==> src/common/tdol_pkg.sv <==
// Shared constants and types for the touch detect and output logic block
package tdol_pkg;
    // ********************************
    // Register offsets
    // ********************************
    localparam logic [7:0] ADR_STATUS = 8'h00;
    localparam logic [7:0] ADR_PORT = 8'h04;
    localparam logic [1:0][7:0] ADR_CFG = {8'h21, 8'h1c};
    localparam logic [1:0][7:0] ADR_SEL = {8'h23, 8'h1e};
    localparam logic [7:0] ADR_NOISE = 8'h4e;
    localparam logic [7:0] ADR_BUCKET = 8'h4f;
    localparam logic [7:0] ADR_SETTLE = 8'h50;
    localparam logic [7:0] ADR_SCLK = 8'h51;
    localparam logic [7:0] ADR_STICK = 8'h52;
    localparam logic [7:0] ADR_DEB = 8'h53;
    // ********************************
    // Reset values
    // ********************************
    localparam logic [1:0][1:0] RST_SEL = {2'h2, 2'h1};
    localparam logic [7:0] RST_NOISE = 8'h28;
    localparam logic [7:0] RST_BUCKET = 8'h64;
    localparam logic [7:0] RST_SETTLE = 8'ha0;
    localparam logic [7:0] RST_STICK = 8'h0a;
    localparam logic [7:0] RST_DEB = 8'h0a;
    localparam logic [7:0] SETTLE_MIN = 8'h02;
    // ********************************
    // Field positions
    // ********************************
    localparam int CFG_EN_BIT = 7;
    localparam int CFG_INV_BIT = 1;
    localparam int CFG_OP_BIT = 0;
    localparam int SCLK_DIV_LO = 5;
    localparam int SCLK_AR_BIT = 3;
    // Combine configuration of one output
    typedef struct packed {
        logic en;
        logic inv;
        logic op;
    } tdol_cmb_t;
    // One register access from the serial engine
    typedef struct packed {
        logic wr;
        logic rd;
        logic [7:0] addr;
        logic [7:0] data;
    } tdol_req_t;
    // Settle sequencer states, Gray from IDLE through SETTLE to DONE, two bits change back to IDLE
    typedef enum logic [1:0] {
        ST_IDLE = 2'b00,
        ST_SETTLE = 2'b01,
        ST_DONE = 2'b11
    } tdol_state_t;
endpackage

==> src/rtl/tdol_top.sv <==
// Touch detection, baseline tracking and output combine logic
`timescale 1ns/1ps
`default_nettype none
module tdol_top #(
    parameter int BUTTONS = 2
) (
    input wire logic core_clk,
    input wire logic rst,
    input wire tdol_pkg::tdol_req_t req,
    input wire logic setup_mode,
    input wire logic [1:0] out_enable,
    input wire logic [1:0][15:0] raw_count,
    input wire logic [1:0] raw_valid,
    input wire logic [1:0][7:0] finger_th,
    input wire logic conv_start,
    output logic [7:0] reg_rdata,
    output logic [1:0] output_pin,
    output logic [1:0] sensor_active,
    output logic sense_tick,
    output logic settle_active,
    output logic conv_done
);
    import tdol_pkg::*;

    // ********************************
    // Helpers
    // ********************************
    // Write strobe for one offset
    function automatic logic hit(input tdol_req_t r, input logic [7:0] a);
        return r.wr && (r.addr == a);
    endfunction

    // Low-bit mask of the sense divider
    function automatic logic [2:0] div_mask(input logic [1:0] s);
        case (s)
            2'b00: return 3'h0;
            2'b01: return 3'h1;
            2'b10: return 3'h3;
            default: return 3'h7;
        endcase
    endfunction

    // Masked OR or AND of sensor states, optionally inverted
    function automatic logic combine(input tdol_cmb_t c, input logic [1:0] m,
                                     input logic [1:0] s);
        return c.inv ^ (c.op ? &(s | ~m) :
                        |(s & m));
    endfunction

    // ********************************
    // Registers
    // ********************************
    tdol_cmb_t cfg_r [2]; // Combine configs
    logic [1:0] sel_r [2]; // Sensor select masks
    logic [1:0] port_r; // Host-written levels
    logic [7:0] noise_r; // Shared noise level
    logic [7:0] bucket_lim_r; // Shared bucket limit
    logic [7:0] settle_r; // Shared settle delay
    logic [1:0] sclk_r; // Sense clock divide
    logic rebase_r; // Auto rebase
    logic [7:0] stick_r; // Shared hysteresis
    logic [7:0] deb_cfg_r; // Shared debounce count

    // Output configs; combine writes ignored while the pin is off, mask writes always taken
    always_ff @(posedge core_clk or posedge rst) begin
        if (rst) begin
            for (int j = 0; j < 2; j++) begin
                cfg_r[j] <= '0;
                sel_r[j] <= RST_SEL[j];
            end
        end else begin
            for (int j = 0; j < BUTTONS; j++) begin
                // Disabled pin drops the write
                if (hit(req, ADR_CFG[j]) && out_enable[j]) begin
                    cfg_r[j].en <= req.data[CFG_EN_BIT];
                    cfg_r[j].inv <= req.data[CFG_INV_BIT];
                    cfg_r[j].op <= req.data[CFG_OP_BIT];
                end
                // Only sensor states are selectable
                if (hit(req, ADR_SEL[j])) begin
                    sel_r[j] <= req.data[1:0];
                end
            end
        end
    end

    // Direct port, blocked on combine-driven pins
    always_ff @(posedge core_clk or posedge rst) begin
        if (rst) begin
            port_r <= '0;
        end else if (hit(req, ADR_PORT)) begin
            for (int j = 0; j < BUTTONS; j++) begin
                if (!cfg_r[j].en) begin
                    port_r[j] <= req.data[j];
                end
            end
        end
    end

    // Shared tuning values, one copy for all sensors
    always_ff @(posedge core_clk or posedge rst) begin
        if (rst) begin
            noise_r <= RST_NOISE;
            bucket_lim_r <= RST_BUCKET;
            settle_r <= RST_SETTLE;
            sclk_r <= '0;
            rebase_r <= 1'b0;
            stick_r <= RST_STICK;
            deb_cfg_r <= RST_DEB;
        end else begin
            if (hit(req, ADR_NOISE)) begin
                noise_r <= req.data;
            end
            // Full byte range accepted
            if (hit(req, ADR_BUCKET)) begin
                bucket_lim_r <= req.data;
            end
            // Timing setup is locked outside setup mode
            if (hit(req, ADR_SETTLE) && setup_mode) begin
                settle_r <= req.data;
            end
            if (hit(req, ADR_SCLK) && setup_mode) begin
                sclk_r <= req.data[SCLK_DIV_LO+1:SCLK_DIV_LO];
                rebase_r <= req.data[SCLK_AR_BIT];
            end
            if (hit(req, ADR_STICK)) begin
                stick_r <= req.data;
            end
            if (hit(req, ADR_DEB)) begin
                deb_cfg_r <= req.data;
            end
        end
    end

    // Read data, valid the cycle after the request
    always_ff @(posedge core_clk or posedge rst) begin
        if (rst) begin
            reg_rdata <= '0;
        end else if (req.rd) begin
            case (req.addr)
                ADR_STATUS: reg_rdata <= {6'h00, output_pin};
                ADR_PORT: reg_rdata <= {6'h00, port_r};
                ADR_CFG[0]: reg_rdata <= {cfg_r[0].en, 5'h00,
                                          cfg_r[0].inv, cfg_r[0].op};
                ADR_SEL[0]: reg_rdata <= {6'h00, sel_r[0]};
                ADR_CFG[1]: reg_rdata <= {cfg_r[1].en, 5'h00,
                                          cfg_r[1].inv, cfg_r[1].op};
                ADR_SEL[1]: reg_rdata <= {6'h00, sel_r[1]};
                ADR_NOISE: reg_rdata <= noise_r;
                ADR_BUCKET: reg_rdata <= bucket_lim_r;
                ADR_SETTLE: reg_rdata <= settle_r;
                ADR_SCLK: reg_rdata <= {1'b0, sclk_r, 1'b0, rebase_r,
                                        3'h0};
                ADR_STICK: reg_rdata <= stick_r;
                ADR_DEB: reg_rdata <= deb_cfg_r;
                default: reg_rdata <= '0; // Unmapped reads zero
            endcase
        end
    end

    // ********************************
    // Sense clock and settle sequencer
    // ********************************
    logic [2:0] div_cnt_r; // Free-running oscillator count
    logic [7:0] settle_cnt_r; // Remaining settle ticks
    tdol_state_t state_r; // Sequencer state

    // Tick at oscillator rate divided by 1, 2, 4 or 8
    always_ff @(posedge core_clk or posedge rst) begin
        if (rst) begin
            div_cnt_r <= '0;
            sense_tick <= 1'b0;
        end else begin
            div_cnt_r <= div_cnt_r + 3'h1;
            sense_tick <= (div_cnt_r & div_mask(sclk_r)) ==
                          div_mask(sclk_r);
        end
    end

    // Conversion phase lasts settle_r sense ticks, SETTLE_MIN at least
    always_ff @(posedge core_clk or posedge rst) begin
        if (rst) begin
            state_r <= ST_IDLE;
            settle_cnt_r <= '0;
            settle_active <= 1'b0;
            conv_done <= 1'b0;
        end else begin
            conv_done <= 1'b0;
            case (state_r)
                ST_IDLE: begin
                    if (conv_start) begin
                        // Values below the range are raised to it
                        settle_cnt_r <= (settle_r < SETTLE_MIN) ?
                                        SETTLE_MIN : settle_r;
                        settle_active <= 1'b1;
                        state_r <= ST_SETTLE;
                    end
                end
                ST_SETTLE: begin
                    if (sense_tick) begin
                        settle_cnt_r <= settle_cnt_r - 8'h01;
                        if (settle_cnt_r == 8'h01) begin
                            settle_active <= 1'b0;
                            conv_done <= 1'b1;
                            state_r <= ST_DONE;
                        end
                    end
                end
                ST_DONE: state_r <= ST_IDLE;
                default: state_r <= ST_IDLE;
            endcase
        end
    end

    // ********************************
    // Baseline tracking and detection
    // ********************************
    logic [15:0] base_r [2]; // Baselines
    logic [7:0] bucket_r [2]; // Bucket contents
    logic [7:0] deb_r [2]; // Samples above on-level
    logic [15:0] diff_w [2]; // Positive difference
    logic [16:0] bsum_w [2]; // Bucket plus difference
    logic accum_w [2]; // Sample feeds bucket
    logic [8:0] th_on_w [2]; // Finger plus hysteresis
    logic [8:0] th_off_w [2]; // Finger minus hysteresis
    logic [8:0] deb_min_w; // Debounce target

    // Differences and thresholds
    always_comb begin
        deb_min_w = (deb_cfg_r == 8'h00) ? 9'h001 : {1'b0, deb_cfg_r};
        for (int i = 0; i < 2; i++) begin
            diff_w[i] = (raw_count[i] > base_r[i]) ?
                        raw_count[i] - base_r[i] : 16'h0000;
            bsum_w[i] = {9'h000, bucket_r[i]} + {1'b0, diff_w[i]};
            // Rebase feeds every rise, else only small ones
            accum_w[i] = (raw_count[i] > base_r[i]) &&
                         (rebase_r || (diff_w[i] < {8'h00, noise_r}));
            th_on_w[i] = {1'b0, finger_th[i]} + {1'b0, stick_r};
            th_off_w[i] = (finger_th[i] > stick_r) ?
                          {1'b0, finger_th[i] - stick_r} : 9'h000;
        end
    end

    // Bucket fill and baseline step
    always_ff @(posedge core_clk or posedge rst) begin
        if (rst) begin
            for (int i = 0; i < 2; i++) begin
                base_r[i] <= '0;
                bucket_r[i] <= '0;
            end
        end else begin
            for (int i = 0; i < 2; i++) begin
                if (raw_valid[i] && accum_w[i]) begin
                    // Full bucket steps baseline and empties
                    if (bsum_w[i] >= {9'h000, bucket_lim_r}) begin
                        base_r[i] <= base_r[i] + 16'h0001;
                        bucket_r[i] <= '0;
                    end else begin
                        bucket_r[i] <= bsum_w[i][7:0];
                    end
                end else if (raw_valid[i] &&
                             raw_count[i] < base_r[i]) begin
                    // Slow downward drift, one count a sample
                    base_r[i] <= base_r[i] - 16'h0001;
                end
            end
        end
    end

    // Finger state with hysteresis and debounce
    always_ff @(posedge core_clk or posedge rst) begin
        if (rst) begin
            sensor_active <= '0;
            for (int i = 0; i < 2; i++) begin
                deb_r[i] <= '0;
            end
        end else begin
            for (int i = 0; i < 2; i++) begin
                if (raw_valid[i] && !sensor_active[i]) begin
                    if (diff_w[i] > {7'h00, th_on_w[i]}) begin
                        // Run of samples above must reach target
                        if ({1'b0, deb_r[i]} + 9'h001 >= deb_min_w) begin
                            sensor_active[i] <= 1'b1;
                            deb_r[i] <= '0;
                        end else begin
                            deb_r[i] <= deb_r[i] + 8'h01;
                        end
                    end else begin
                        deb_r[i] <= '0; // Run broken
                    end
                end else if (raw_valid[i] &&
                             diff_w[i] < {7'h00, th_off_w[i]}) begin
                    sensor_active[i] <= 1'b0;
                end
            end
        end
    end

    // ********************************
    // Output combine
    // ********************************
    // Pins register one cycle after the sensor states
    always_ff @(posedge core_clk or posedge rst) begin
        if (rst) begin
            output_pin <= '0;
        end else begin
            for (int j = 0; j < 2; j++) begin
                if (j >= BUTTONS) begin
                    output_pin[j] <= 1'b0; // Absent on one-button part
                end else if (cfg_r[j].en) begin
                    output_pin[j] <= combine(cfg_r[j], sel_r[j],
                                             sensor_active);
                end else begin
                    output_pin[j] <= port_r[j];
                end
            end
        end
    end
endmodule // tdol_top
`default_nettype wire

==> config.mk <==
export PLATFORM = sky130hd
export DESIGN_NAME = tdol_top
export DESIGN_NICKNAME = d
export VERILOG_FILES = /design/src/common/tdol_pkg.sv /design/src/rtl/tdol_top.sv
export SDC_FILE = /design/constraint.sdc
export NUM_CORES = 1
export LEC_CHECK = 0
export ABC_AREA = 1
export BUFFER_PORTS_ARGS = -buffer_cell sky130_fd_sc_hd__clkbuf_2
export CAP_MARGIN = 20
export CORE_MARGIN = 5
export CORE_UTILIZATION = 58
export DETAILED_ROUTE_END_ITERATION = 16
export PLACE_DENSITY = 0.75
export SLEW_MARGIN = 25
export SYNTH_ARGS = -nofsm -noshare
export SYNTH_HDL_FRONTEND = slang
export SYNTH_SLANG_ARGS = --single-unit
==> constraint.sdc <==
create_clock -name core_clk -period 5.7 [get_ports core_clk]
set_input_delay 0.57 -clock core_clk [delete_from_list [all_inputs] [get_ports core_clk]]
set_output_delay 0.57 -clock core_clk [all_outputs]
set_load 0.005 [all_outputs]
==> Word-level counts from Yosys, hierarchy flattened <==
Cells that the tools add are included.
{ "totals": {"memories": 0, "ramBits": 0, "latch_bits": 0, "ff_bits": 147, "romBits": 0} }
{ "op_classes": {"n_bitwise": 11, "div": 0, "multipliers": 0, "reduce_logical": 51, "n_eq_ne": 25, "n_addsub": 18, "mux": 46, "shift": 0, "n_lt_le_gt_ge": 17} }
{ "ops": {"columns": ["op", "n"], "rows": [
  ["$mux W16", 8],
  ["$mux W8", 12],
  ["$pmux W8 S12", 1],
  ["$lt A16 B8 Y1", 4],
  ["$eq A8 B7 Y1 const B", 6],
  ["$add A8 B16 Y17", 2],
  ["$ge A17 B8 Y1", 2],
  ["$add A16 B1 Y16 const B", 2],
  ["$gt A16 B16 Y1", 2],
  ["$gt A16 B9 Y1", 2],
  ["$lt A16 B16 Y1", 2],
  ["$sub A16 B1 Y16 const B", 2],
  ["$sub A16 B16 Y16", 2],
  ["$logic_and A1 B1 Y1", 25],
  ["$add A8 B1 Y9 const B", 2],
  ["$add A8 B8 Y9", 2],
  ["$ge A9 B8 Y1", 2],
  ["$mux W1", 18],
  ["$add A8 B1 Y8 const B", 2],
  ["$eq A8 B5 Y1 const B", 2],
  ["$eq A8 B6 Y1 const B", 2],
  ["$gt A8 B8 Y1", 2],
  ["$logic_not A8 Y1", 2],
  ["$pmux W8 S2", 1],
  ["other kinds (29)", 61]
]} }

==> Logic depth before layout (Yosys ltp) <==
Gate-level depths: netlist (run 1).
{ "depth": {"depth_word": 8, "depth_mapped": 37, "mapped_depth_nobuf": 35} }

==> Least setup slack after synthesis (run 1) <==
No wires, ideal clock.
{ "synth_path": {"kind": "input to register", "from": "in raw_count[0] (netlist name)", "to": "reg base_r[31] (netlist name)", "required_ps": 5583, "t_arrival_ps": 4942, "path_stages": 37, "slack_ps": 641, "cell_sequence": "inv_1 ha_1 inv_1 fa_1 nand2_1 a21oi_1 nand2_1 nand2_1 nand2_1 nand2_2 nand2_4 buf_4 nor3b_1 ha_1 nand2_1 inv_1 nand2_1 nand2_1 nand2_1 nand3_1 nand2_1 nand2_1 buf_2 ha_1 nand3_1 nand2_1 nand4_1 nand3_1 nand2_1 a21oi_1 nand3_1 and2_1 o21ai_0 nand3b_1 nand3_1 nand2_1 nand2_1"} }
{ "synth_between": {"elab_chain_len": 8, "word_cells_on_any_way": 15} }
{ "synth_lines": {"columns": ["item", "line_no", "source"], "rows": [
  ["from (decl)", "tdol_top.sv:12", "input wire logic [1:0][15:0] raw_count,"],
  ["branches (longest 8 deep; another with $add A8 B16 Y17)", null, null],
  ["to (signal, indexed assignment)", "tdol_top.sv:256", "base_r[i] <= base_r[i] + 16'h0001;"],
  ["to (signal, indexed assignment)", "tdol_top.sv:264", "base_r[i] <= base_r[i] - 16'h0001;"],
  ["to (decl)", "tdol_top.sv:218", "logic [15:0] base_r [2];"]
]} }
Several ways; the timed one is not identified.
A chain may end at the register's enable or synchronous reset.

==> Final worst setup path (run 1) <==
{ "layout_path": {"from": "reg base_r[16] (netlist name)", "to": "reg bucket_r[10] (netlist name)"} }
{ "layout_between": {"elab_chain_len": 6, "word_cells_on_any_way": 10} }
{ "layout_lines": {"columns": ["item", "line_no", "source"], "rows": [
  ["branches (longest 6 deep; another with $add A8 B16 Y17)", null, null],
  ["to (signal, indexed assignment)", "tdol_top.sv:259", "bucket_r[i] <= bsum_w[i][7:0];"],
  ["to (decl)", "tdol_top.sv:219", "logic [7:0] bucket_r [2];"]
]} }
Several ways; the timed one is not identified.

==> results of run 1 <==
cell type report:
type / instances / area share, %
Multi-Input combinational cell: 1505 / 58.5
Sequential cell: 147 / 23.5
Inverter: 322 / 7.75
Timing Repair Buffer: 105 / 3.70
Clock buffer: 17 / 2.71
Tap cell: 324 / 2.58
Clock inverter: 15 / 1.25
layer usage:
| layer | up-vias | GRT usage, % | routed length, um |
|---|---|---|---|
| met1 | 6318 | 37.9 | 17300 |
| met3 | 90 | 5.02 | 2500 |
| met5 | - | 0 | 0 |
| li1 | 6805 | - | - |
| met4 | 0 | 9.58 | 1370 |
| met2 | 456 | 45.1 | 17500 |
logic make-up (layout without fill, tap and decap cells):
| group | count (synthesis) | in the layout | synth area share, % |
|---|---|---|---|
| adders and majority gates | 201 | 201 | 18.3 |
| xor gates and xnor gates | 77 | 77 | 4.77 |
| DFF | 147 | 147 | 26.1 |
| muxes | 1 | 1 | 0.0797 |
| AOI/OAI and AO/OA | 390 | 390 | 15.6 |
| and+or+nand+nor | 836 | 836 | 25.8 |
| buffers and inverters | 340 | 459 | 9.21 |
how the worst max path moves through the flow:
stage	start	endpoint	slack, ns	cells past startpoint
after CTS	base_r[16]	base_r[23]	0.25	32
after global routing	base_r[16]	base_r[31]	-0.006	33
after detailed placement	raw_count[0]	base_r[31]	0.03	35
after global placement	raw_count[0]	base_r[31]	0.30	37
final	base_r[16]	bucket_r[10]	0.38	29
after floorplan	raw_count[0]	base_r[31]	0.64	37
cells in the mapped netlist, drive strengths merged, types with 7 or more instances:
| cell type | count |
|---|---|
| nand2 | 488 |
| inv | 321 |
| ha | 191 |
| nor2 | 150 |
| o21ai | 148 |
| a21oi | 144 |
| dfrtp | 134 |
| nand3 | 108 |
| xor2 | 59 |
| nand4 | 31 |
| nor3 | 26 |
| o22ai | 26 |
| xnor2 | 18 |
| o21bai | 16 |
| dfstp | 13 |
| clkbuf | 10 |
| fa | 10 |
| nand3b | 10 |
| nor4 | 10 |
| a22o | 9 |
| buf | 8 |
| and2 | 7 |
| o211ai | 7 |
state kept, by name, indices dropped and copies added (netlist names), 3 cells and up:
name          flops
base_r           32
bucket_lim_r      8
bucket_r         16
cfg_r             6
deb_cfg_r         8
deb_r            16
div_cnt_r         3
noise_r           8
reg_rdata         8
sel_r             4
settle_cnt_r      8
settle_r          8
stick_r           8
power by group through the flow:
stage	sequential, uW	clock [uW]	combinational [uW]
after floorplan	1450	0	4530
after global placement	1500	0	5660
after detailed placement	1510	0	5820
after CTS	1490	1200	5880
after global routing	1530	1240	6850
final	1500	1190	5960
worst max-delay path: cells and delay by family (launching register included):
| kind | cells | cell delay [ns] |
|---|---|---|
| simple gates | 14 | 1.91 |
| buf+inv | 3 | 0.18 |
| flops | 1 | 0.42 |
| fa+ha+maj | 5 | 1.47 |
| compound gates | 6 | 1.08 |
| xor+xnor | 1 | 0.18 |
metrics by stage:
step           power (uW)  cells
4_1_cts              8570   2435
2_1_floorplan        5980   1992
3_5_place_dp         7330   2403
6_report             8650   2435
5_1_grt              9620   2435
3_3_place_gp         7160   2403
==> impl_metrics.csv, run 1 <==
group,metric,value,unit
sta,final.setup_skew,0.0143,ns
routing,wl_per_cell,15.9,um
placed_design,port-buffer-count,88,
synthesis,ys.flop_type,"sky130_fd_sc_hd__dfrtp_1",
worst_setup_path,rr_startpoint,"base_r[16]",
synthesis,seq_total_area_yosys,26.1,%
sta,achievable-frequency,188,MHz
synthesis,netlist_area,14100,um^2
worst_hold_path,hold_path_class,"in2async",
global_route,grt_first_pass_wirelength,64400,um
routing,detail_route.first_pass.iterations,5,
placed_design,dpl_cell_area,15000,um^2
sta,final_worst_hold_slack,0.244,ns
placed_design,detailedPlace.worstSlack,0.0297,ns
layout,final_layout_size_suffix_gt1_share,9.81,%
sta,finalSetupViolCount,0,
layout,area_delta_synth_final,11.1,%
clock_network,hold_buffers,0,
global_route,track_usage,27.9,%
synthesis,leading_post_synthesis_cells_by_cell_area,"sky130_fd_sc_hd__dfrtp_1 (24%), sky130_fd_sc_hd__ha_1 (17%), sky130_fd_sc_hd__nand2_1 (13%)",
placed_design,rd_place_congestion,0.926,
job,max-cap-violations,0,
layout,final_nets,2373,
synthesis,synth_area_per_cell,7.09,um^2
worst_setup_path,path_class,"reg2reg",
die,io-pin-count,89,
clock_network,tritoncts_clock_tree,"done",
die,floorplan.initialDensity,58.4,%
power_and_ir_drop,total_switching_power,4480,uW
power_and_ir_drop,internal_power,4170,uW
power_and_ir_drop,power_frac_clock,13.8,%
power_and_ir_drop,leakagePower,0.00830,uW
global_route,grt_start_max_net_pins,108,
routing,routed_wl,38600,um
layout,antenna_cells,0,
synthesis,synth_edf_count,0,
sta,setup_ws,0.383,ns
sta,setup_total_negative_slack,0,ns
routing,via_per_instance_ratio,5.61,
routing,vias,13700,
layout,layout_common_cells,"sky130_fd_sc_hd__nand2_1 (471), sky130_fd_sc_hd__inv_1 (317), sky130_fd_sc_hd__ha_1 (191)",
power_and_ir_drop,pwr-share-comb,68.9,%
die,rows,57,
outcome,outcome,"finished clean",
clock_network,cts.sinks,147,
routing,antenna_left,0,
clock_network,worst_skew_pair.late_latency,0.44,ns
layout,area_of_the_multi_input_gates,9180,um^2
die,floorplan.die_area,27600,um^2
sta,number_of_slew_limit_violations_in_the_final_report,0,
global_route,via_count_of_the_first_global_routing_pass,13100,
clock_network,postCtsResizedCells,0,
worst_setup_path,timing.critical_path.arrival,5.69,ns
synthesis,synth-warning-count,0,
worst_setup_path,timing.critical_path.slowest_stage_cell,"sky130_fd_sc_hd__fa_1",
worst_setup_path,worstSetupEndpointType,"register",
layout,sequential_area,3690,um^2
routing,route.detailed.drc,0,
power_and_ir_drop,power_density_of_the_placed_cells,551,nW/um^2
sta,slew_headroom,48.4,%
sta,final_period_minus_worst_setup_slack,5.32,ns
die,die_width,166,um
worst_setup_path,maximum_fanout_encountered_on_the_critical_timing_path,8,
worst_setup_path,cpMostUsedCell,"sky130_fd_sc_hd__nand2_1",
clock_network,cts-buffers-inserted,17,
sta,hold_viol_final,0,
clock_network,clock_tree.htree_level_count,4,
sta,tightestPinTransition,0.773,ns
layout,layout_fillers,2166,
worst_setup_path,r2r_slack,0.38,ns
worst_setup_path,rr_endpoint,"bucket_r[10]",
die,floorplan.die.height,166,um
layout,post-route-cell-area,15700,um^2
routing,drt-initial-drc-count,1115,
layout,most_common_cell_after_layout_fill_and_taps_aside,"sky130_fd_sc_hd__nand2_1",
worst_setup_path,timing.critical_path.slowest_cell_delay,0.43,ns
power_and_ir_drop,power.sequential.fraction,17.3,%
placed_design,dp.final_hpwl,30500,um
worst_setup_path,ff2ff_path_depth,29,
synthesis,number_of_flip_flops_and_latches_in_the_synthesized_netlist,147,
clock_network,path_clk_slew,0.08,ns
power_and_ir_drop,power.ir.vdd_worst,0.379,mV
clock_network,cts_buffer_depth,2,
die,core_area,24200,um^2
layout,final_core_utilization,64.9,%
global_route,grt_overflow_total,0,
synthesis,distinct_cells_synth,56,
global_route,grt_antenna_before_repair,0,
sta,final_min_period_over_clock_period,93.3,%
clock_network,clock-root-buffer,"sky130_fd_sc_hd__clkbuf_16",
synthesis,syn_inst,1992,
synthesis,syn_nets,2267,
synthesis,postSynth.asyncResetShare,100,%
power_and_ir_drop,netSwitchingFraction,51.8,%
worst_setup_path,critPathRequiredTime,6.07,ns
synthesis,synth_largest_type_area_fraction,23.7,%
clock_network,cts_setup_buffers,0,
synthesis,synth_top_area_cell,"sky130_fd_sc_hd__dfrtp_1",
worst_setup_path,startpoint_kind_of_the_worst_setup_timing_path,"register",
Power figures use the tool's default switching activity.
==> run 2: changes to the inputs <==
--- a/config.mk
+++ b/config.mk
@@ -12,6 +12,7 @@
 export CORE_UTILIZATION = 58
 export DETAILED_ROUTE_END_ITERATION = 16
 export PLACE_DENSITY = 0.75
+export REMOVE_ABC_BUFFERS = 1
 export SLEW_MARGIN = 25
 export SYNTH_ARGS = -nofsm -noshare
 export SYNTH_HDL_FRONTEND = slang
==> impl_metrics.csv, run 2 (synthesized netlist as in run 1, its figures left out) <==
group,metric,value,unit
clock_network,clock_tree.htree_level_count,4,
power_and_ir_drop,total_switching_power,4440,uW
layout,max_ffs_per_register,32,
clock_network,cts_buffer_depth,2,
sta,achievable-frequency,188,MHz
worst_setup_path,startpoint_kind_of_the_worst_setup_timing_path,"register",
power_and_ir_drop,netSwitchingFraction,51.7,%
worst_setup_path,timing.critical_path.max_delay_family,"simple AND/OR/NAND/NOR gates",
sta,finalSetupViolCount,0,
layout,layout_top_registers,"base_r x32, bucket_r x16, deb_r x16",
die,core_area,24200,um^2
routing,via_per_instance_ratio,5.55,
layout,layout_common_cells,"sky130_fd_sc_hd__nand2_1 (472), sky130_fd_sc_hd__inv_1 (317), sky130_fd_sc_hd__ha_1 (190)",
layout,antenna_cells,0,
sta,number_of_slew_limit_violations_in_the_final_report,0,
die,io-pin-count,89,
clock_network,hold_buffers,0,
placed_design,rd_place_congestion,0.949,
placed_design,detailedPlace.worstSlack,0.00501,ns
clock_network,cts.sinks,147,
die,floorplan.die.height,166,um
layout,final_layout_size_suffix_gt1_share,9.65,%
worst_setup_path,worstSetupEndpointType,"register",
layout,largest-register,"base_r",
global_route,track_usage,27.3,%
placed_design,number_of_placed_instances_taps_included,2404,
die,floorplan.die_area,27600,um^2
sta,final_min_period_over_clock_period,93.1,%
worst_setup_path,critPathRequiredTime,6.03,ns
layout,final_core_utilization,64.9,%
routing,detail_route.first_pass.iterations,8,
die,die_width,166,um
routing,drt-initial-drc-count,1072,
global_route,via_count_of_the_first_global_routing_pass,12900,
routing,vias,13500,
global_route,grt_first_pass_wirelength,63000,um
routing,wl_per_cell,15.7,um
routing,route.detailed.drc,0,
power_and_ir_drop,pwr-share-comb,69.0,%
power_and_ir_drop,design_power_total,8590,uW
routing,antenna_left,0,
job,max-cap-violations,0,
placed_design,port-buffer-count,88,
clock_network,tritoncts_clock_tree,"done",
sta,setup_ws,0.392,ns
placed_design,dp.final_hpwl,30300,um
power_and_ir_drop,leakagePower,0.00830,uW
worst_setup_path,timing.critical_path.arrival,5.63,ns
routing,routed_wl,38300,um
layout,area_delta_synth_final,11.0,%
power_and_ir_drop,internal_power,4150,uW
global_route,grt_antenna_before_repair,0,
clock_network,cts-buffers-inserted,17,
clock_network,path_clk_slew,0.08,ns
sta,slew_headroom,35.9,%
global_route,grt_overflow_total,0,
worst_setup_path,path_class,"reg2reg",
layout,most_common_cell_after_layout_fill_and_taps_aside,"sky130_fd_sc_hd__nand2_1",
layout,layout.cells.non_filler,2437,
die,rows,57,
sta,setup_total_negative_slack,0,ns
clock_network,worst_skew_pair.late_latency,0.45,ns
power_and_ir_drop,power_density_of_the_placed_cells,548,nW/um^2
worst_setup_path,timing.critical_path.slowest_stage_cell,"sky130_fd_sc_hd__dfrtp_1",
worst_setup_path,cpMostUsedCell,"sky130_fd_sc_hd__nand2_1",
die,floorplan.initialDensity,58.4,%
sta,final.setup_skew,0.0137,ns
global_route,grt_start_max_net_pins,100,
power_and_ir_drop,power.ir.vdd_worst,0.369,mV
worst_hold_path,hold_path_class,"in2async",
clock_network,clock-root-buffer,"sky130_fd_sc_hd__clkbuf_16",
sta,final_period_minus_worst_setup_slack,5.31,ns
worst_setup_path,timing.critical_path.slowest_cell_delay,0.43,ns
sta,hold_viol_final,0,
outcome,outcome,"finished clean",
worst_setup_path,maximum_fanout_encountered_on_the_critical_timing_path,17,
power_and_ir_drop,power_frac_clock,13.6,%
sta,tightestPinTransition,0.952,ns
power_and_ir_drop,power.sequential.fraction,17.4,%
layout,final_nets,2375,
worst_setup_path,critical_path_buffer_and_inverter_count,4,
==> run 2: cell type report <==
type,count,area (um^2)
clock buffer,17,425
fill,2200,8490
multi-input combinational,1505,9160
sequential,147,3690
timing repair buffer,107,603
tap,324,405
clock inverter,15,185
inverter,322,1210
==> run 2: metrics by stage <==
stage,hold slack (ns),area (um^2)
2_1_floorplan,0.412,14000
3_3_place_gp,0.426,15000
3_5_place_dp,0.433,15000
4_1_cts,0.358,15600
5_1_grt,0.0827,15700
6_report,0.0664,15700
==> run 2: path summary, 6_finish.rpt <==
check | startpoint | slack, ns | to | depth (start not counted)
max in group asynchronous | rst | 4.30 | deb_r[8] | 4
setup / recovery | base_r[0] | 0.39 | base_r[1] | 35
setup reg to reg | base_r[0] | 0.39 | base_r[1] | 35
hold reg to reg | state_r[1] | 0.44 | state_r[0] | 1
hold / removal | rst | 0.07 | settle_cnt_r[5] | 2
min in group core_clk | req[1] | 0.37 | sel_r[1] | 3
==> run 2: metal layers <==
| layer | global-route usage, % | up-vias | routed length [um] |
|---|---|---|---|
| met4 | 7.75 | 0 | 887 |
| met1 | 37.4 | 6271 | 17500 |
| met3 | 4.62 | 70 | 2380 |
| met2 | 44.9 | 377 | 17600 |
| li1 | - | 6812 | - |
| met5 | 0 | - | 0 |
==> run 2: power by group through the flow <==
| stage | clock network (uW) | registers, uW | logic [uW] |
|---|---|---|---|
| after CTS | 1180 | 1490 | 5860 |
| final | 1170 | 1490 | 5930 |
| after global routing | 1220 | 1520 | 6730 |
| after floorplan | 0 | 1450 | 4490 |
| after global placement | 0 | 1500 | 5650 |
| after detailed placement | 0 | 1510 | 5820 |
==> run 2: what timing repair did <==
action                                  4_1_cts  5_1_grt
buffers inserted                              0        0
endpoints found under the setup margin        0       27
resized for setup                             0       10
